File: src/logic/gicl_pkg.sv
// Constants, encodings and types shared by the gauge interface command link.
package gicl_pkg;
   // =========================================================================
   // =========================================================================

   // =========================================================================
   // Timing
   // =========================================================================
   localparam int unsigned CLK_HZ = 10_000_000; // System clock rate in hertz.
   localparam int unsigned BAUD_RATE = 9600; // Serial rate in bits per second.
   localparam int unsigned BIT_CYCLES = CLK_HZ / BAUD_RATE; // Bit period, rounded down.
   localparam int unsigned CNT_W = $clog2(BIT_CYCLES + 1); // Width of the bit timers.
   localparam logic [CNT_W-1:0] BIT_LOAD = CNT_W'(BIT_CYCLES - 1); // Timer load for one bit.
   localparam logic [CNT_W-1:0] HALF_LOAD = CNT_W'(BIT_CYCLES / 2 - 1); // Timer load to mid start bit.
   localparam logic [3:0] DATA_BITS = 4'h8; // Data bits per character.
   localparam logic [3:0] FRAME_LAST = 4'h9; // Index of the single stop bit in a frame.
   localparam logic TX_IDLE_LEVEL = 1'b1; // Line level between frames.

   // =========================================================================
   // Sizes and reset values
   // =========================================================================
   localparam int unsigned FIFO_DEPTH = 16; // Characters buffered ahead of the transmitter.
   localparam int unsigned LINE_CHARS = 16; // Longest single command kept.
   localparam logic [3:0] RESP_LAST = 4'h2; // Last index of a response: code, code, CR.
   localparam logic [3:0] DATA_FIRST = 4'h4; // First index of the value body.
   localparam logic [3:0] DATA_LAST = 4'hC; // Last index of a data string, the CR.
   localparam logic [3:0] BODY_LAST = 4'h7; // Last position of the eight character body.
   localparam logic [1:0] REQ_EN_RESET = 2'b11; // Software requests enabled after reset.
   localparam logic [1:0] KEY_EN_RESET = 2'b11; // Gauge data keys enabled after reset.
   localparam logic [1:0] PERM_EN_RESET = 2'b00; // Streaming off after reset.

   // =========================================================================
   // Characters
   // =========================================================================
   localparam logic [7:0] NUL = 8'h00;
   localparam logic [7:0] CR = 8'h0D;
   localparam logic [7:0] SPACE = 8'h20;
   localparam logic [7:0] PLUS = 8'h2B;
   localparam logic [7:0] COMMA = 8'h2C;
   localparam logic [7:0] MINUS = 8'h2D;
   localparam logic [7:0] DOT = 8'h2E;
   localparam logic [7:0] ZERO = 8'h30;
   localparam logic [7:0] ONE = 8'h31;
   localparam logic [7:0] TWO = 8'h32;
   localparam logic [7:0] NINE = 8'h39;
   localparam logic [7:0] COLON = 8'h3A;
   localparam logic [7:0] LET_C = 8'h43;
   localparam logic [7:0] LET_E = 8'h45;
   localparam logic [7:0] LET_K = 8'h4B;
   localparam logic [7:0] LET_O = 8'h4F;
   localparam logic [23:0] NAME_DAD = 24'h444144;
   localparam logic [23:0] NAME_DAE = 24'h444145;
   localparam logic [23:0] NAME_DAG = 24'h444147;
   localparam logic [23:0] NAME_DAS = 24'h444153;
   localparam logic [23:0] NAME_DAP = 24'h444150;
   localparam logic [23:0] NAME_PSP = 24'h505350;
   localparam logic [23:0] NAME_IOC = 24'h494F43;
   localparam logic [39:0] NAME_RESET = 40'h5245534554;
   localparam logic [15:0] WORD_ON = 16'h4F4E;
   localparam logic [23:0] WORD_OFF = 24'h4F4646;

   // =========================================================================
   // Answer codes: the digit sent after the error letter, zero for success
   // =========================================================================
   localparam logic [7:0] CODE_OK = 8'h00;
   localparam logic [7:0] syntax_error_code = 8'h31;
   localparam logic [7:0] bad_terminator_code = 8'h32;
   localparam logic [7:0] bad_numeric_code = 8'h33;
   localparam logic [7:0] channel_low_code = 8'h34;
   localparam logic [7:0] channel_high_code = 8'h35;
   localparam logic [7:0] onoff_unrecognized_code = 8'h36;
   localparam logic [7:0] comma_missing_code = 8'h37;
   localparam logic [7:0] undefined_option_code = 8'h38;

   // =========================================================================
   // Types
   // =========================================================================
   typedef enum logic [3:0] {
      CMD_NONE, CMD_DIS, CMD_ENA, CMD_KEY, CMD_REQ, CMD_PERM, CMD_IDENT, CMD_MODULES, CMD_RESET
   } gicl_cmd_t;

   typedef enum logic [1:0] {
      ST_IDLE = 2'b00,
      ST_RESP = 2'b01,
      ST_DATA = 2'b11
   } gicl_phase_t;

   typedef struct packed {
      logic [7:0] err; // Answer code.
      gicl_cmd_t cmd; // Decoded command.
      logic [1:0] chm; // Channels addressed.
      logic on; // ON word seen.
   } gicl_result_t;
endpackage

File: src/logic/gicl_fifo.sv
// Character FIFO with a registered output stage between responder and transmitter.
`timescale 1ns/1ns
module gicl_fifo import gicl_pkg::*; #(
   parameter int unsigned WIDTH = 8,
   parameter int unsigned DEPTH = FIFO_DEPTH
) (
   input wire logic clk_sys_in,
   input wire logic resetn_in,
   input wire logic in_valid_in,
   input wire logic [WIDTH-1:0] in_data_in,
   output logic in_ready_out,
   output logic out_valid_out,
   output logic [WIDTH-1:0] out_data_out,
   input wire logic out_ready_in
);
   localparam int unsigned PW = $clog2(DEPTH); // Pointer width, DEPTH a power of two.
   localparam int unsigned CW = $clog2(DEPTH + 1); // Count width.

   // All state of the FIFO.
   typedef struct packed {
      logic [DEPTH-1:0][WIDTH-1:0] mem; // Storage.
      logic [PW-1:0] wp; // Write pointer.
      logic [PW-1:0] rp; // Read pointer.
      logic [CW-1:0] cnt; // Words held in storage.
      logic ov; // Output stage holds a word.
      logic [WIDTH-1:0] od; // Output stage word.
      logic ir; // Storage has room.
   } gicl_fifo_state_t;

   gicl_fifo_state_t r;
   gicl_fifo_state_t next_r;
   logic push;
   logic pop;

   // =========================================================================
   // Next state: the output stage refills from storage as soon as it frees.
   // =========================================================================
   always_comb begin
      next_r = r;
      push = in_valid_in && r.ir;
      pop = (r.cnt != '0) && (!r.ov || out_ready_in);
      if (r.ov && out_ready_in) begin
         next_r.ov = 1'b0;
      end
      if (pop) begin
         next_r.od = r.mem[r.rp];
         next_r.ov = 1'b1;
         next_r.rp = r.rp + 1'b1;
      end
      if (push) begin
         next_r.mem[r.wp] = in_data_in;
         next_r.wp = r.wp + 1'b1;
      end
      next_r.cnt = r.cnt + CW'(push) - CW'(pop);
      // Ready is registered, so it looks at the count after this cycle.
      next_r.ir = next_r.cnt < CW'(DEPTH);
   end

   // Registers of the FIFO, synchronous reset.
   always_ff @(posedge clk_sys_in) begin
      if (!resetn_in) begin
         r <= '0;
      end else begin
         r <= next_r;
      end
   end

   assign in_ready_out = r.ir;
   assign out_valid_out = r.ov;
   assign out_data_out = r.od;
endmodule // gicl_fifo

File: src/logic/gicl_command_link.sv
// Serial command interpreter: receiver, line parser, responder and transmitter.
`timescale 1ns/1ns
module gicl_command_link import gicl_pkg::*; #(
   parameter int unsigned TX_FIFO_DEPTH = FIFO_DEPTH
) (
   input wire logic clk_sys_in,
   input wire logic resetn_in,
   input wire logic rx_in,
   input wire logic [1:0] meas_neg_in,
   input wire logic [55:0] meas_bcd_in,
   input wire logic [5:0] meas_point_in,
   input wire logic [1:0] meas_key_in,
   output logic tx_out,
   output logic busy_out,
   output logic rx_overrun_out,
   output logic [1:0] req_enable_out,
   output logic [1:0] key_enable_out,
   output logic [1:0] perm_enable_out
);
   // =========================================================================
   // State
   // =========================================================================
   typedef struct packed {
      logic [CNT_W-1:0] rx_cnt; // Receive bit timer.
      logic [3:0] rx_bit; // Receive bit index, 0 is start.
      logic [7:0] rx_sh; // Receive shifter, LSB first.
      logic rx_busy; // Inside a received frame.
      logic [LINE_CHARS-1:0][7:0] buff; // Current command, first char at 0.
      logic [4:0] len; // Characters in the buffer.
      logic ovf; // Command too long.
      logic bad_term; // Stray control character seen.
      gicl_phase_t ph; // Responder phase.
      gicl_result_t res; // Result being answered.
      logic [3:0] idx; // Character index within a message.
      logic ch; // Channel being sent.
      logic [1:0] mask; // Channels still to send.
      logic [1:0] key_pend; // Data key presses waiting.
      logic lneg; // Latched sign.
      logic [27:0] lbcd; // Latched digits.
      logic [2:0] lpt; // Latched decimals.
      logic [1:0] req_en; // Measurement requests allowed.
      logic [1:0] key_en; // Data key allowed.
      logic [1:0] perm_en; // Streaming on.
      logic [CNT_W-1:0] tx_cnt; // Transmit bit timer.
      logic [3:0] tx_bit; // Transmit bit index.
      logic [9:0] tx_sh; // Transmit frame, start bit at 0.
      logic tx_busy; // Transmitter sending.
      logic tx_line; // Serial output level.
      logic busy; // Responder not idle.
      logic overrun; // Character dropped while busy.
   } gicl_state_t;

   gicl_state_t r;
   gicl_state_t next_r;
   logic rx_done; // A whole character with a good stop bit arrived.
   logic push; // Responder offers a character.
   logic [7:0] ch_out; // Character offered.
   logic fifo_ready;
   logic fifo_valid;
   logic [7:0] fifo_data;
   gicl_result_t pr;
   logic [1:0] trig;

   // =========================================================================
   // Command decoder. The buffer holds zeros past the last character.
   // =========================================================================
   function automatic gicl_result_t parse_cmd(input logic [LINE_CHARS-1:0][7:0] b);
      gicl_result_t q;
      logic [3:0] p;
      q = '0;
      q.cmd = CMD_NONE;
      q.chm = 2'b11;
      p = 4'h3;
      if ({b[0], b[1], b[2], b[3], b[4]} == NAME_RESET) begin
         q.cmd = CMD_RESET;
         p = 4'h5;
      end else begin
         case ({b[0], b[1], b[2]})
            NAME_DAD: q.cmd = CMD_DIS;
            NAME_DAE: q.cmd = CMD_ENA;
            NAME_DAG: q.cmd = CMD_KEY;
            NAME_DAS: q.cmd = CMD_REQ;
            NAME_DAP: q.cmd = CMD_PERM;
            NAME_PSP: q.cmd = CMD_IDENT;
            NAME_IOC: q.cmd = CMD_MODULES;
            default: q.err = syntax_error_code;
         endcase
      end
      // Optional channel with optional sub-channel for the data commands.
      if (q.err == CODE_OK && q.cmd inside {CMD_DIS, CMD_ENA, CMD_KEY, CMD_REQ, CMD_PERM}) begin
         if (b[p] == SPACE) begin
            p = p + 4'h1;
         end
         if (b[p] >= ZERO && b[p] <= NINE) begin
            if (b[p] == ZERO) begin
               q.err = channel_low_code;
            end else if (b[p] > TWO) begin
               q.err = channel_high_code;
            end else begin
               q.chm = (b[p] == ONE) ? 2'b01 : 2'b10;
               p = p + 4'h1;
               if (b[p] == DOT) begin
                  p = p + 4'h1;
                  if (b[p] == ONE || b[p] == TWO) begin
                     p = p + 4'h1;
                  end else begin
                     q.err = bad_numeric_code;
                  end
               end
            end
         end else if (b[p] != NUL && b[p] != COMMA) begin
            q.err = bad_numeric_code;
         end
      end
      // The switching commands need a comma and an ON or OFF word.
      if (q.err == CODE_OK && q.cmd inside {CMD_KEY, CMD_PERM}) begin
         if (b[p] != COMMA) begin
            q.err = comma_missing_code;
         end else if ({b[p+4'h1], b[p+4'h2], b[p+4'h3]} == WORD_OFF) begin
            p = p + 4'h4;
         end else if ({b[p+4'h1], b[p+4'h2]} == WORD_ON) begin
            q.on = 1'b1;
            p = p + 4'h3;
         end else begin
            q.err = onoff_unrecognized_code;
         end
      end
      if (q.err == CODE_OK && b[p] != NUL) begin
         q.err = undefined_option_code;
      end
      return q;
   endfunction

   // Character k of the eight character body: seven digits and a point, leading zeros kept.
   function automatic logic [7:0] body_char(input logic [3:0] k, input logic [27:0] bcd, input logic [2:0] pt);
      logic [3:0] dot;
      logic [3:0] j;
      logic [7:0] c;
      dot = BODY_LAST - {1'b0, pt};
      j = (k < dot) ? k : k - 4'h1;
      c = ZERO | {4'h0, bcd[27 - 4 * int'(j) -: 4]};
      if (k == dot) begin
         c = DOT;
      end
      return c;
   endfunction

   // =========================================================================
   // Next state.
   // =========================================================================
   always_comb begin
      next_r = r;
      rx_done = 1'b0;
      push = 1'b0;
      ch_out = NUL;
      pr = '0;
      trig = (r.key_pend | r.perm_en) & r.req_en;

      // Receiver: 8 data bits, LSB first, one stop bit, sampled mid bit.
      if (!r.rx_busy) begin
         if (!rx_in) begin
            next_r.rx_busy = 1'b1;
            next_r.rx_cnt = HALF_LOAD;
            next_r.rx_bit = 4'h0;
         end
      end else if (r.rx_cnt != '0) begin
         next_r.rx_cnt = r.rx_cnt - 1'b1;
      end else begin
         next_r.rx_cnt = BIT_LOAD;
         next_r.rx_bit = r.rx_bit + 4'h1;
         if (r.rx_bit == 4'h0) begin
            // A start bit that went high again was a glitch.
            next_r.rx_busy = !rx_in;
         end else if (r.rx_bit <= DATA_BITS) begin
            next_r.rx_sh = {rx_in, r.rx_sh[7:1]};
         end else begin
            // Framing errors drop the character silently.
            next_r.rx_busy = 1'b0;
            rx_done = rx_in;
         end
      end

      // Key presses wait until served; a new press beats the clearing below.
      next_r.key_pend = r.key_pend | (meas_key_in & r.key_en);

      // Line assembly and command execution, one command at a time.
      if (rx_done) begin
         if (r.ph != ST_IDLE) begin
            // Characters arriving while answering are lost and flagged.
            next_r.overrun = 1'b1;
         end else if (r.rx_sh == COLON || r.rx_sh == CR) begin
            pr = parse_cmd(r.buff);
            if (r.ovf) begin
               pr.err = syntax_error_code;
            end else if (r.bad_term && pr.err == CODE_OK) begin
               pr.err = bad_terminator_code;
            end
            next_r.res = pr;
            next_r.buff = '0;
            next_r.len = 5'h00;
            next_r.ovf = 1'b0;
            next_r.bad_term = 1'b0;
            next_r.mask = 2'b00;
            // An empty command between separators gets no answer.
            if (r.len != 5'h00 || r.ovf) begin
               next_r.ph = ST_RESP;
               next_r.idx = 4'h0;
            end
            // Commands failing with any code but bad_terminator_code change nothing.
            if (r.len != 5'h00 && (pr.err == CODE_OK || pr.err == bad_terminator_code)) begin
               case (pr.cmd)
                  CMD_DIS: next_r.req_en = r.req_en & ~pr.chm;
                  CMD_ENA: next_r.req_en = r.req_en | pr.chm;
                  CMD_KEY: next_r.key_en = pr.on ? (r.key_en | pr.chm) : (r.key_en & ~pr.chm);
                  CMD_PERM: next_r.perm_en = pr.on ? (r.perm_en | pr.chm) : (r.perm_en & ~pr.chm);
                  CMD_REQ: next_r.mask = pr.chm & r.req_en;
                  CMD_RESET: begin
                     next_r.req_en = REQ_EN_RESET;
                     next_r.key_en = KEY_EN_RESET;
                     next_r.perm_en = PERM_EN_RESET;
                     // A key press in the same cycle as the reset command still counts.
                     next_r.key_pend = meas_key_in & KEY_EN_RESET;
                  end
                  default: ;
               endcase
            end
         end else if (r.rx_sh < SPACE) begin
            next_r.bad_term = 1'b1;
         end else if (r.len == 5'(LINE_CHARS)) begin
            next_r.ovf = 1'b1;
         end else begin
            next_r.buff[r.len[3:0]] = r.rx_sh;
            next_r.len = r.len + 5'h01;
         end
      end else if (r.ph == ST_IDLE && !r.rx_busy && r.len == 5'h00 && trig != 2'b00) begin
         // Key or streaming sends only between lines so commands are not starved.
         next_r.mask = trig;
         next_r.key_pend = meas_key_in & r.key_en;
         next_r.ch = !trig[0];
         next_r.idx = 4'h0;
         next_r.ph = ST_DATA;
      end

      // Responder: one character per cycle while the FIFO has room.
      case (r.ph)
         ST_IDLE: ;
         ST_RESP: begin
            push = 1'b1;
            if (r.idx == 4'h0) begin
               ch_out = (r.res.err == CODE_OK) ? LET_O : LET_E;
            end else if (r.idx == 4'h1) begin
               ch_out = (r.res.err == CODE_OK) ? LET_K : r.res.err;
            end else begin
               ch_out = CR;
            end
            if (fifo_ready) begin
               next_r.idx = r.idx + 4'h1;
               if (r.idx == RESP_LAST) begin
                  next_r.idx = 4'h0;
                  next_r.ch = !r.mask[0];
                  next_r.ph = (r.mask != 2'b00) ? ST_DATA : ST_IDLE;
               end
            end
         end
         ST_DATA: begin
            push = 1'b1;
            case (r.idx)
               4'h0: begin
                  ch_out = LET_C;
                  // Freeze the value so a string never mixes two readings.
                  next_r.lneg = meas_neg_in[r.ch];
                  next_r.lbcd = r.ch ? meas_bcd_in[55:28] : meas_bcd_in[27:0];
                  next_r.lpt = r.ch ? meas_point_in[5:3] : meas_point_in[2:0];
               end
               4'h1: ch_out = r.ch ? TWO : ONE;
               4'h2: ch_out = ZERO;
               4'h3: ch_out = r.lneg ? MINUS : PLUS;
               DATA_LAST: ch_out = CR;
               default: ch_out = body_char(r.idx - DATA_FIRST, r.lbcd, r.lpt);
            endcase
            if (fifo_ready) begin
               next_r.idx = r.idx + 4'h1;
               if (r.idx == DATA_LAST) begin
                  next_r.idx = 4'h0;
                  next_r.mask[r.ch] = 1'b0;
                  next_r.ch = !r.ch;
                  if (r.mask[!r.ch] == 1'b0) begin
                     next_r.ph = ST_IDLE;
                  end
               end
            end
         end
         default: next_r.ph = ST_IDLE;
      endcase
      next_r.busy = next_r.ph != ST_IDLE;

      // Transmitter: start bit, 8 data bits LSB first, one stop bit.
      if (!r.tx_busy) begin
         if (fifo_valid) begin
            next_r.tx_sh = {1'b1, fifo_data, 1'b0};
            next_r.tx_busy = 1'b1;
            next_r.tx_bit = 4'h0;
            next_r.tx_cnt = BIT_LOAD;
            next_r.tx_line = 1'b0;
         end
      end else if (r.tx_cnt != '0) begin
         next_r.tx_cnt = r.tx_cnt - 1'b1;
      end else if (r.tx_bit == FRAME_LAST) begin
         next_r.tx_busy = 1'b0;
         next_r.tx_line = TX_IDLE_LEVEL;
      end else begin
         next_r.tx_bit = r.tx_bit + 4'h1;
         next_r.tx_line = r.tx_sh[r.tx_bit + 4'h1];
         next_r.tx_cnt = BIT_LOAD;
      end
   end

   // =========================================================================
   // Registers, synchronous active low reset.
   // =========================================================================
   always_ff @(posedge clk_sys_in) begin
      if (!resetn_in) begin
         r <= '0;
         r.tx_line <= TX_IDLE_LEVEL;
         r.req_en <= REQ_EN_RESET;
         r.key_en <= KEY_EN_RESET;
         r.perm_en <= PERM_EN_RESET;
      end else begin
         r <= next_r;
      end
   end

   // Characters queue here so the responder waits on the slow line only once the FIFO is full.
   gicl_fifo #(
      .WIDTH(8),
      .DEPTH(TX_FIFO_DEPTH)
   ) u_fifo (
      .clk_sys_in(clk_sys_in),
      .resetn_in(resetn_in),
      .in_valid_in(push),
      .in_data_in(ch_out),
      .in_ready_out(fifo_ready),
      .out_valid_out(fifo_valid),
      .out_data_out(fifo_data),
      .out_ready_in(!r.tx_busy)
   );

   assign tx_out = r.tx_line;
   assign busy_out = r.busy;
   assign rx_overrun_out = r.overrun;
   assign req_enable_out = r.req_en;
   assign key_enable_out = r.key_en;
   assign perm_enable_out = r.perm_en;
endmodule // gicl_command_link

File: config.mk
export PLATFORM = sky130hd
export DESIGN_NAME = gicl_command_link
export DESIGN_NICKNAME = d
export VERILOG_FILES = /design/src/logic/gicl_pkg.sv /design/src/logic/gicl_fifo.sv /design/src/logic/gicl_command_link.sv
export SDC_FILE = /design/constraint.sdc
export NUM_CORES = 1
export LEC_CHECK = 0
export BUFFER_PORTS_ARGS = -buffer_cell sky130_fd_sc_hd__buf_2
export CAP_MARGIN = 5
export CORE_MARGIN = 2
export CORE_UTILIZATION = 60
export CTS_CLUSTER_SIZE = 12
export DETAILED_ROUTE_END_ITERATION = 10
export PLACE_DENSITY_LB_ADDON = 0.08
export SETUP_SLACK_MARGIN = 0.05
export SYNTH_ARGS = -nofsm -noshare
export SYNTH_HDL_FRONTEND = slang
export SYNTH_SLANG_ARGS = --single-unit
export TNS_END_PERCENT = 1
File: constraint.sdc
create_clock -name clk_sys_in -period 15.97 [get_ports clk_sys_in]
set_input_delay 3.9925 -clock clk_sys_in [delete_from_list [all_inputs] [get_ports clk_sys_in]]
set_output_delay 3.9925 -clock clk_sys_in [all_outputs]
set_load 0.02 [all_outputs]
; ---- After elaboration in Yosys (flattened, before gate mapping)
; Cells that the tools add are included.
[totals]
ff_bits = 402
in_bits = 69
out_inout_bits = 9
wordCells = 436
[classes]
addsub = 22
magnitude_cmp = 25
n_eq_ne = 43
shift = 1
n_mux = 186
n_bitwise = 18
reduce_logical = 74
[op_table]
columns = cell, n
row1 = two-way mux 8 bit, 47
row2 = binary-select mux 8 bit (select 4 bit), 10
row3 = bitwise mux 128 bit, 2
row4 = == test 24 x 23 -> 1 bit (second input constant), 8
row5 = two-way mux 4 bit, 37
row6 = two-way mux 135 bit, 1
row7 = two-way mux 134 bit, 1
row8 = two-way mux 133 bit, 1
row9 = less-than comparator 4 x 5 -> 1 bit (second input constant), 13
row10 = demux 8 bit (select 4 bit), 2
row11 = == test 8 x 6 -> 1 bit (second input constant), 8
row12 = two-way mux 15 bit, 4
row13 = two-way mux 2 bit, 25
row14 = logical NOT 8 bit, 6
row15 = two-way mux 21 bit, 2
row16 = adder 4 x 1 -> 4 bit (second input constant), 10
row17 = == test 40 x 39 -> 1 bit (second input constant), 1
row18 = case mux 7 bit (5 select lines), 1
row19 = variable part select 31 x 7 -> 4 bit, 1
row20 = two-way mux 1 bit, 28
row21 = two-way mux 28 bit, 1
row22 = two-way mux 27 bit, 1
row23 = two-way mux 11 bit, 2
row24 = nonzero test 11 bit, 2
row25 = other kinds (67), 155

; ---- Depth between registers and ports, before layout
; Gate-level depths: netlist of the first run.
[logic_depth]
word_depth = 66
depth_mapped = 37
ltp_nobuf = 29

; ---- Hierarchy
; Synthesis of the first run repeated with hierarchy kept, for this count alone.
[hier_totals]
hier_cells = 2858
hier_area_um2 = 23552.6
[by_module_without_submodules]
columns = module, n_inst, cells_per_inst, area_each_um2
row1 = gicl_command_link, 1, 2137, 16503.3
row2 = gicl_fifo, 1, 721, 7049.3

; ---- Worst setup path before layout of the first run
; OpenSTA, ideal clock, no wires.
[synth_timing]
kind = reg2reg
from = reg r[132] (netlist name)
to = reg r[69] (netlist name)
setup_time_ps = 103
arrival_ps = 7587
slack_ps = 8279
path_stages_with_launch = 34
path_cell_list = dfxtp_1 -> clkbuf_1 -> nor4b_2 -> nand4_2 -> nor4_4 -> nor2_4 -> clkinv_8 -> buf_2 -> ha_1 -> or4bb_1 -> a2bb2oi_1 -> o21ai_0 -> o221ai_1 -> a211oi_1 -> o21ai_0 -> o21ai_1 -> a2bb2oi_1 -> o22ai_1 -> clkbuf_1 -> buf_2 -> ha_1 -> inv_1 -> a31oi_1 -> nor2_1 -> buf_2 -> a2111oi_0 -> a211oi_1 -> or3_4 -> nor4_4 -> mux2i_1 -> nand3b_2 -> a221oi_2 -> nand3_1 -> a2111oi_2
[synth_via]
elab_chain_cells = 65
elab_cells_between_ends = 141
classes_between = add/sub (8) / order compare (3) / eq/ne (17) / mux (93) / bitwise (2) / reduce/logical (18)
[synth_lines]
columns = item, line_no
row1 = from (decl), gicl_command_link.sv:53  ; gicl_state_t r;
row2 = from (signal assigned), gicl_command_link.sv:329  ; r <= next_r;
row3 = == test 40 x 39 -> 1 bit, gicl_command_link.sv:74  ; if ({b[0], b[1], b[2], b[3], b[4]} == NAME_RESET) begin
row4 = two-way mux 3 bit, gicl_command_link.sv:74
row5 = two-way mux 4 bit, gicl_command_link.sv:191  ; end else if (r.rx_sh == COLON || r.rx_sh == CR) begin
row6 = two-way mux 4 bit, gicl_command_link.sv:188  ; if (r.ph != ST_IDLE) begin
row7 = two-way mux 4 bit, gicl_command_link.sv:187  ; if (rx_done) begin
row8 = binary-select mux 8 bit (select 4 bit), gicl_command_link.sv:91  ; if (b[p] == SPACE) begin
row9 = two-way mux 8 bit (implied by the code), gicl_command_link.sv:91
row10 = == test 8 x 6 -> 1 bit, gicl_command_link.sv:91
row11 = [... 49 more ...], -
row12 = two-way mux 4 bit (*), gicl_command_link.sv:210  ; if (r.len != 5'h00 && (pr.err == CODE_OK || pr.err == bad_terminator_code)) begin
row13 = two-way mux 4 bit (*), gicl_command_link.sv:191
row14 = two-way mux 4 bit (*), gicl_command_link.sv:188
row15 = two-way mux 4 bit (*), gicl_command_link.sv:187
row16 = bitwise AND 2 bit (no line), -
row17 = two-way mux 7 bit, gicl_command_link.sv:283  ; if (r.idx == DATA_LAST) begin
row18 = two-way mux 7 bit, gicl_command_link.sv:281  ; if (fifo_ready) begin
row19 = two-way mux 2 bit (*), gicl_command_link.sv:245  ; case (r.ph)
; Every way passes the cells marked *; elsewhere a longest branch is shown, timed or not. The select of a mux whose other input is x is not followed.
; A chain may end at the register's enable or synchronous reset.

; ---- Worst setup path after layout of the first run
[layout_timing]
from = reg r[145] (netlist name)
to = reg r[69] (netlist name)
[layout_via]
elab_chain_cells = 60
elab_cells_between_ends = 118
classes_between = add/sub (7) / order compare (3) / eq/ne (11) / mux (81) / bitwise (2) / reduce/logical (14)
[layout_lines]
columns = item, line_no
row1 = binary-select mux 8 bit (select 4 bit), gicl_command_link.sv:91
row2 = two-way mux 8 bit (implied by the code), gicl_command_link.sv:91
row3 = == test 8 x 6 -> 1 bit, gicl_command_link.sv:91
row4 = two-way mux 4 bit, gicl_command_link.sv:91
row5 = two-way mux 4 bit, gicl_command_link.sv:90  ; if (q.err == CODE_OK && q.cmd inside {CMD_DIS, CMD_ENA, CMD_KEY, CMD_REQ, CMD_PERM}) begin
row6 = two-way mux 4 bit, gicl_command_link.sv:191
row7 = two-way mux 4 bit, gicl_command_link.sv:188
row8 = two-way mux 4 bit, gicl_command_link.sv:187
row9 = [... 44 more ...], -
row10 = two-way mux 4 bit (*), gicl_command_link.sv:210
row11 = two-way mux 4 bit (*), gicl_command_link.sv:191
row12 = two-way mux 4 bit (*), gicl_command_link.sv:188
row13 = two-way mux 4 bit (*), gicl_command_link.sv:187
row14 = bitwise AND 2 bit (no line), -
row15 = two-way mux 7 bit, gicl_command_link.sv:283
row16 = two-way mux 7 bit, gicl_command_link.sv:281
row17 = two-way mux 2 bit (*), gicl_command_link.sv:245
; Marked as above.

==> results.ini, run 1 <==
[min_path]
worstHoldPathCells = 2
hold-path-endpoint = u_fifo.r[39]$_SDFFE_PN0P_
min-delay-start = u_fifo.r[39]$_SDFFE_PN0P_
min-delay-path-class = flop to flop

[drt]
first_pass_iters = 6
postRouteWirelength_um = 77200
avgViaCountPerCell = 6.87
wire_per_inst_um = 24.2
num_vias = 22000
post-route-drc-count = 0
violation_count_after_the_first_detailed_route_iteration = 2570
detail-route-antenna-nets = 0

[sta]
fmaxAchievable_mhz = 93.3
setup_tns_ns = 0
finalWorstSetupSlack_ns = 5.26
period_minus_slack_ns = 10.71
timing.max_slew.rel_slack_pct = 7.88
grt_setup_unrepaired = no
slew_violations = 0
period_share_pct = 67.1
setup_viol = 0
skew_ns = 0.0288
hold_viol = 0
worst_pin_slew_ns = 1.37

[global_route]
use_met1_pct = 49.7
grt_pass1_vias = 20600
met3_usage_pct = 6.42
globalRouteTotalUtil_pct = 39.5
grtUsageMet2_pct = 63.8
grt_max_degree = 164
grt_antenna_before_repair = 1
grt_pass1_wl_um = 118000
leftover_overflow_at_the_end_of_global_routing = 0
top_usage_layer = met2

[die]
initial_core_util_pct = 60.4
fp.coreArea_sq_mm = 0.0363
die_w_um = 195
pin_count = 78
die_h_um = 195
total_number_of_placement_rows = 70
die-area_sq_mm = 0.0381

[clock_tree]
post_cts_buffers = 0
cts_root_buf = sky130_fd_sc_hd__clkbuf_16
clock_tree_from_tritoncts = yes
cts_sinks = 374
cts_buffers = 40
clockBufferDepth = 3
clock_transition_at_the_register_clock_pins_on_the_worst_setup_and_hold_paths_after_cts_ns = 0.06
number_of_gates_given_a_new_drive_strength_after_cts = 0
clock_tree.htree_level_count = 2
clock_insertion_delay_worst_skew_ns = 0.59
postCtsHoldBufs = 0

[yosys]
number_of_library_cell_types_mapped_by_synthesis = 99
synth_enable_flop_cells = 0
ys_seq_elements = 374
netlist.top_cell.by_area = sky130_fd_sc_hd__dfxtp_1
post_synth_instance_area_sq_mm = 0.0219
syn_nets = 2847
prevailing_post_synth_register_cell = sky130_fd_sc_hd__dfxtp_1
syn_area_per_cell_sq_um = 8.01
synth_warnings = 0
synth.top_cell.area_share_pct = 34.1
synth-async-reset-ratio_pct = 0
netlist_top_cells_area = sky130_fd_sc_hd__dfxtp_1 (34%), sky130_fd_sc_hd__nor2_1 (7.5%), sky130_fd_sc_hd__mux2i_1 (5.2%), sky130_fd_sc_hd__nand2_1 (5.0%), sky130_fd_sc_hd__mux4_2 (4.9%)
synth-seq-area-share_pct = 34.1
syn_inst = 2739

[critical_path]
critical_path_buf_inv_count = 5
reg2regPathDepth = 31
worstPathMaxFanout = 20
startpoint_type = flop
rrSetupSlack_ns = 5.26
required_time_at_the_worst_slack_endpoint_ns = 16.45
regToRegStartpoint = r[145]$_SDFFE_PN0P_
timing.critical_path.max_delay_family = compound AO/OA/AOI/OAI gates
capture_point_of_the_worst_reg_to_reg_path = r[69]$_SDFF_PN0_
setup.worst_path.start = r[145]$_SDFFE_PN0P_
worst_path_max_delay_cell = sky130_fd_sc_hd__o2111a_1
critical_path.max_stage_delay_ns = 0.72
cp.arrival_ns = 11.20
timing_worst_setup_path_type = flop to flop
timing.critical_path.to_type = flop

[placed_design]
post-place-ws_ns = 5.74
detailedPlacementHpwl_um = 54900
globalplace.congestion = 1.07
dp.cells = 3133
io_buffers = 77

[layout]
layout.area.seq_sq_mm = 0.00749
fin_cells = 3198
final_core_util_pct = 65.5
multi_input_area_sq_mm = 0.0135
nNetsFinal = 2815
n_antenna_cell = 0
layout.filler_cells = 3017
area_growth_pct = 8.50
layout-drive-gt1-share_pct = 10.3

[outcome]
outcome = finished, final reports clean

[power]
power.static_leakage_nw = 8.29
fin_total_pwr_mw = 2.29
power.density_mw_per_mm2 = 96.1
power.ir.vdd_worst_v = 0.0000877

[job]
maxCapViolCount = 0

[layout make-up]
cell class / instances / area share, %
Timing Repair Buffer: 112 / 2.72
Multi-Input combinational cell: 2119 / 56.7
Clock inverter: 8 / 0.831
Inverter: 60 / 1.03
Sequential cell: 374 / 31.5
Tap cell: 468 / 2.46
Clock buffer: 57 / 4.77
[tightest hold or removal path, delay by kind of cell, from the launching register on]
kind | cells | cell delay [ns]
simple gates | 1 | 0.05
compound gates | 1 | 0.05
flops | 1 | 0.30
[worst max path at each step]
stage,end,cells after the start
5_1_grt,r[69]$_SDFF_PN0_,31
6_report,r[69]$_SDFF_PN0_,31
3_5_place_dp,r[69]$_SDFF_PN0_,31
2_1_floorplan,r[69]$_SDFF_PN0_,33
4_1_cts,r[69]$_SDFF_PN0_,31
3_3_place_gp,r[69]$_SDFF_PN0_,31
[cells in the final DEF, fill, tap and decap left out, types with 13 or more instances in the layout]
master                        n
sky130_fd_sc_hd__inv_1       55
sky130_fd_sc_hd__mux2i_1    115
sky130_fd_sc_hd__o211ai_1    23
sky130_fd_sc_hd__nand2_1    291
sky130_fd_sc_hd__nor3_1      68
sky130_fd_sc_hd__clkbuf_16   40
sky130_fd_sc_hd__nand2b_1    28
sky130_fd_sc_hd__and3_1      27
sky130_fd_sc_hd__a21oi_1    179
sky130_fd_sc_hd__nor2b_1     21
sky130_fd_sc_hd__mux4_2      48
sky130_fd_sc_hd__a31oi_1     32
sky130_fd_sc_hd__nand4_1     38
sky130_fd_sc_hd__buf_4       35
sky130_fd_sc_hd__buf_2       77
sky130_fd_sc_hd__nand4b_1    15
sky130_fd_sc_hd__nand3b_1    13
sky130_fd_sc_hd__ha_1        38
sky130_fd_sc_hd__nor4b_1     16
sky130_fd_sc_hd__or4_1       16
sky130_fd_sc_hd__a22oi_1    138
sky130_fd_sc_hd__dfxtp_1    371
sky130_fd_sc_hd__xor2_1      16
sky130_fd_sc_hd__a211oi_1    52
sky130_fd_sc_hd__or2_2       13
sky130_fd_sc_hd__nor2_1     435
sky130_fd_sc_hd__xnor2_1     22
sky130_fd_sc_hd__nor4_1      32
sky130_fd_sc_hd__a21o_1      19
sky130_fd_sc_hd__nand3_1     85
sky130_fd_sc_hd__or3_1       19
sky130_fd_sc_hd__o21ai_0    106
[synthesized netlist by cell type, types with 7 or more instances]
| cell type | count |
|---|---|
| sky130_fd_sc_hd__nor4_1 | 35 |
| sky130_fd_sc_hd__a21o_1 | 19 |
| sky130_fd_sc_hd__inv_1 | 55 |
| sky130_fd_sc_hd__or2_2 | 13 |
| sky130_fd_sc_hd__o31ai_1 | 9 |
| sky130_fd_sc_hd__o21ai_1 | 7 |
| sky130_fd_sc_hd__nor2_1 | 436 |
| sky130_fd_sc_hd__nor4bb_1 | 8 |
| sky130_fd_sc_hd__nand2_1 | 291 |
| sky130_fd_sc_hd__a311oi_1 | 7 |
| sky130_fd_sc_hd__nor3_1 | 68 |
| sky130_fd_sc_hd__a31oi_1 | 32 |
| sky130_fd_sc_hd__xnor2_1 | 22 |
| sky130_fd_sc_hd__o21ai_0 | 107 |
| sky130_fd_sc_hd__a22oi_1 | 138 |
| sky130_fd_sc_hd__ha_1 | 38 |
| sky130_fd_sc_hd__clkbuf_1 | 150 |
| sky130_fd_sc_hd__or3_1 | 19 |
| sky130_fd_sc_hd__nand4b_1 | 15 |
| sky130_fd_sc_hd__buf_4 | 8 |
| sky130_fd_sc_hd__o21a_1 | 10 |
| sky130_fd_sc_hd__and3_1 | 27 |
| sky130_fd_sc_hd__or4_1 | 16 |
| sky130_fd_sc_hd__mux2_2 | 10 |
| sky130_fd_sc_hd__nand3b_1 | 13 |
| sky130_fd_sc_hd__nand4_1 | 38 |
| sky130_fd_sc_hd__o2111ai_1 | 9 |
| sky130_fd_sc_hd__dfxtp_1 | 374 |
| sky130_fd_sc_hd__nor4b_1 | 17 |
| sky130_fd_sc_hd__buf_2 | 13 |
| sky130_fd_sc_hd__a211oi_1 | 52 |
| sky130_fd_sc_hd__and2_1 | 12 |
| sky130_fd_sc_hd__nand2b_1 | 28 |
| sky130_fd_sc_hd__xor2_1 | 16 |
| sky130_fd_sc_hd__a21oi_1 | 179 |
| sky130_fd_sc_hd__buf_1 | 15 |
| sky130_fd_sc_hd__mux2i_1 | 115 |
| sky130_fd_sc_hd__nand3_1 | 85 |
| sky130_fd_sc_hd__mux4_2 | 48 |
| sky130_fd_sc_hd__nor2b_1 | 21 |
| sky130_fd_sc_hd__o211ai_1 | 23 |
| sky130_fd_sc_hd__nor3b_1 | 12 |
[through the flow]
| stage | hold WS, ns | cell area (sq um) |
|---|---|---|
| final | 0.456 | 23800 |
| after global routing | 0.470 | 23800 |
| after CTS | 0.455 | 23800 |
| after detailed placement | 0.446 | 22500 |
| after global placement | 0.439 | 22500 |
| after floorplan | 0.431 | 21900 |
[per-layer routing]
layer / vias to the layer above / wire length, um
met5: - / 12
met4: 2 / 5250
met3: 322 / 6600
met2: 1265 / 35100
met1: 10400 / 30300
li1: 9938 / -
[logic make-up after synthesis]
group                      Yosys count  synth area share [%]
DFF                                374                  34.1
xor gates and xnor gates            38                  1.52
buffers and inverters              246                  4.48
and+or+nand+nor                   1188                  26.4
adders and majority gates           39                  2.26
muxes                              174                  10.7
AOI/OAI and AO/OA                  680                  20.5
[sequential cells by signal (all words and copies together) (netlist names)]
signal and count:
busy_out 1, u_fifo.out_data_out 7, rx_overrun_out 1, tx_out 1, perm_enable_out 2, u_fifo.out_valid_out 1
req_enable_out 2, u_fifo.r 125, key_enable_out 2, r 231, u_fifo.in_ready_out 1
[power by group]
part / leakage (nW) / internal [mW] / switching (mW) / total [mW]
sequential: 3.02 / 0.964 / 0.0474 / 1.01
combinational: 4.62 / 0.134 / 0.189 / 0.322
clock: 0.643 / 0.561 / 0.393 / 0.954
No activity file was read; power rests on OpenSTA's default activity.
==> run 2, diff against run 1 <==
==> constraint.sdc (replaced) <==
create_clock -name clk_sys_in -period 11 [get_ports clk_sys_in]
set_input_delay 2.75 -clock clk_sys_in [delete_from_list [all_inputs] [get_ports clk_sys_in]]
set_output_delay 2.75 -clock clk_sys_in [all_outputs]
set_load 0.02 [all_outputs]
==> results.ini, run 2 (synthesis results as in run 1) <==
[sta]
setup_viol = 0  ; unchanged
timing.max_slew.rel_slack_pct = 10.9  ; +3.0 points
grt_setup_unrepaired = no
hold_viol = 0  ; unchanged
setup_tns_ns = 0  ; unchanged
period_share_pct = 89.0  ; +22 points
period_minus_slack_ns = 9.79  ; -0.920 ns
finalWorstSetupSlack_ns = 1.21  ; -4.05 ns
finalHoldWorstSlack_ns = 0.457  ; +0.00149 ns
skew_ns = 0.0338  ; +0.00502 ns
slew_violations = 0  ; unchanged
worst_pin_slew_ns = 1.34  ; -0.0347 ns
fmaxAchievable_mhz = 102  ; +9.4%

[clock_tree]
postCtsHoldBufs = 0  ; unchanged
clockBufferDepth = 3  ; unchanged
clock_transition_at_the_register_clock_pins_on_the_worst_setup_and_hold_paths_after_cts_ns = 0.06  ; about the same
clock_insertion_delay_worst_skew_ns = 0.60  ; about the same
cts_buffers = 40  ; unchanged
cts_sinks = 374  ; unchanged
clock_tree_from_tritoncts = yes
clock_tree.htree_level_count = 2  ; unchanged
cts_root_buf = sky130_fd_sc_hd__clkbuf_16
post_cts_buffers = 0  ; unchanged
number_of_gates_given_a_new_drive_strength_after_cts = 0  ; unchanged

[critical_path]
cp.arrival_ns = 10.27  ; -0.93 ns
rrSetupSlack_ns = 1.21  ; -4.05 ns
regToRegStartpoint = r[145]$_SDFFE_PN0P_
startpoint_type = flop
critical-path-top-cell-by-count = sky130_fd_sc_hd__a211oi_1
timing_worst_setup_path_type = flop to flop
reg2regPathDepth = 29  ; -6.5%
timing.critical_path.max_delay_family = compound AO/OA/AOI/OAI gates
setup.worst_path.start = r[145]$_SDFFE_PN0P_
timing.critical_path.to_type = flop
worst_path_max_delay_cell = sky130_fd_sc_hd__a211oi_2
capture_point_of_the_worst_reg_to_reg_path = r[69]$_SDFF_PN0_
critical_path_end = r[69]$_SDFF_PN0_
cp_depth = 29  ; -6.5%
worstPathMaxFanout = 19  ; -5.0%
critical_path_buf_inv_count = 2  ; -3
required_time_at_the_worst_slack_endpoint_ns = 11.48  ; -4.97 ns
critical_path.max_stage_delay_ns = 0.72  ; about the same

[global_route]
grt_antenna_before_repair = 2  ; +1
globalRouteTotalUtil_pct = 40.2  ; +0.76 points
grt_pass1_vias = 20800  ; +0.78%
grt_pass1_wl_um = 120000  ; +1.7%
grt_max_degree = 250  ; +52%
leftover_overflow_at_the_end_of_global_routing = 0  ; unchanged

[layout]
layout.filler_cells = 3080  ; +2.1%
nNetsFinal = 2828  ; +0.46%
fin_cells = 3210  ; +0.38%
layout-drive-gt1-share_pct = 10.6  ; +0.36 points
mostFrequentLayoutCells = sky130_fd_sc_hd__nor2_1 (435), sky130_fd_sc_hd__dfxtp_1 (372), sky130_fd_sc_hd__nand2_1 (291)
area_growth_pct = 8.66
final_core_util_pct = 65.6  ; +0.096 points
registers.top_by_ff_count = r
layout.cells.most_common = sky130_fd_sc_hd__nor2_1
number_of_flip_flops_in_the_largest_register = 231  ; unchanged
cell_area_after_layout_sq_mm = 0.0238  ; +0.15%

[power]
power.static_leakage_nw = 8.32  ; +0.41%
power.density_mw_per_mm2 = 137  ; +42%
power.ir.vdd_worst_v = 0.000144  ; +64%
fin_total_pwr_mw = 3.26  ; +43%

[die]
die-area_sq_mm = 0.0381  ; unchanged
die_h_um = 195  ; unchanged
fp.coreArea_sq_mm = 0.0363  ; unchanged
total_number_of_placement_rows = 70  ; unchanged
pin_count = 78  ; unchanged
initial_core_util_pct = 60.4  ; unchanged
die_w_um = 195  ; unchanged

[placed_design]
io_buffers = 77  ; unchanged
placed_cell_area_sq_mm = 0.0226  ; +0.48%
globalplace.congestion = 1.06  ; -0.66%
post-place-ws_ns = 1.59  ; -4.15 ns
detailedPlacementHpwl_um = 54900  ; +0.16%
dp.cells = 3145  ; +0.38%

[drt]
postRouteWirelength_um = 78500  ; +1.6%
wire_per_inst_um = 24.4  ; +1.2%
num_vias = 22300  ; +1.3%
post-route-drc-count = 0  ; unchanged
avgViaCountPerCell = 6.93  ; +0.96%
violation_count_after_the_first_detailed_route_iteration = 2487  ; -3.2%
first_pass_iters = 6  ; unchanged
detail-route-antenna-nets = 0  ; unchanged

[outcome]
outcome = finished, final reports clean

[job]
maxCapViolCount = 0  ; unchanged

[min_path]
min-delay-path-class = flop to flop

[run 2: changes by cell type in the layout (fill, tap and decap cells not counted), moves of 2 or more]
cell	before	now
sky130_fd_sc_hd__buf_12	0	2
sky130_fd_sc_hd__buf_4	35	45
sky130_fd_sc_hd__bufinv_16	4	2
sky130_fd_sc_hd__clkinvlp_4	0	2
sky130_fd_sc_hd__clkinv_2	0	3
sky130_fd_sc_hd__diode_2	0	2
sky130_fd_sc_hd__clkbuf_1	10	7
[run 2: cell type report]
class / count / area (sq um) / share of cell area, %
clock buffer: 53 / 1110 / 4.66
sequential: 374 / 7490 / 31.4
clock inverter: 9 / 140 / 0.588
inverter: 60 / 245 / 1.03
antenna: 2 / 5.00 / 0.0210
tap: 468 / 586 / 2.46
multi-input combinational: 2119 / 13500 / 56.6
timing repair buffer: 125 / 768 / 3.22
[run 2: metal layers]
metal	part of all wire [%]	up-vias	wire [um]	track usage, %
li1	-	9985	-	-
met1	39	10600	30700	51.5
met2	45	1331	35500	64.4
met5	0.010	-	8	0
met4	6.2	2	4860	23.1
met3	9.5	298	7450	6.87
[run 2: report_power, final]
| part | leakage [nW] | internal [mW] | total [mW] | switching (mW) |
|---|---|---|---|---|
| sequential | 3.02 | 1.40 | 1.45 | 0.0552 |
| clock | 0.606 | 0.756 | 1.32 | 0.567 |
| combinational | 4.69 | 0.197 | 0.485 | 0.287 |
| total | 8.32 | 2.35 | 3.26 | 0.910 |
[run 2: worst min path at each step]
stage / start / to / slack [ns] / cells after the start
after floorplan: u_fifo.out_data_out[5]$_SDFFE_PN0P_ / r[10]$_SDFFE_PN0P_ / 0.43 / 2
after global placement: u_fifo.r[31]$_SDFFE_PN0P_ / u_fifo.r[31]$_SDFFE_PN0P_ / 0.44 / 2
after detailed placement: u_fifo.r[24]$_SDFFE_PN0P_ / u_fifo.r[24]$_SDFFE_PN0P_ / 0.45 / 2
after CTS: u_fifo.r[39]$_SDFFE_PN0P_ / u_fifo.r[39]$_SDFFE_PN0P_ / 0.46 / 2
after global routing: u_fifo.r[39]$_SDFFE_PN0P_ / u_fifo.r[39]$_SDFFE_PN0P_ / 0.48 / 2
final: r[5]$_SDFFE_PN0P_ / r[5]$_SDFFE_PN0P_ / 0.46 / 2
[run 2: tightest hold or removal path: stages (launching register included)]
cell and delay, ns:
sky130_fd_sc_hd__dfxtp_1 0.31, sky130_fd_sc_hd__nand2_1 0.05, sky130_fd_sc_hd__a21oi_1 0.05
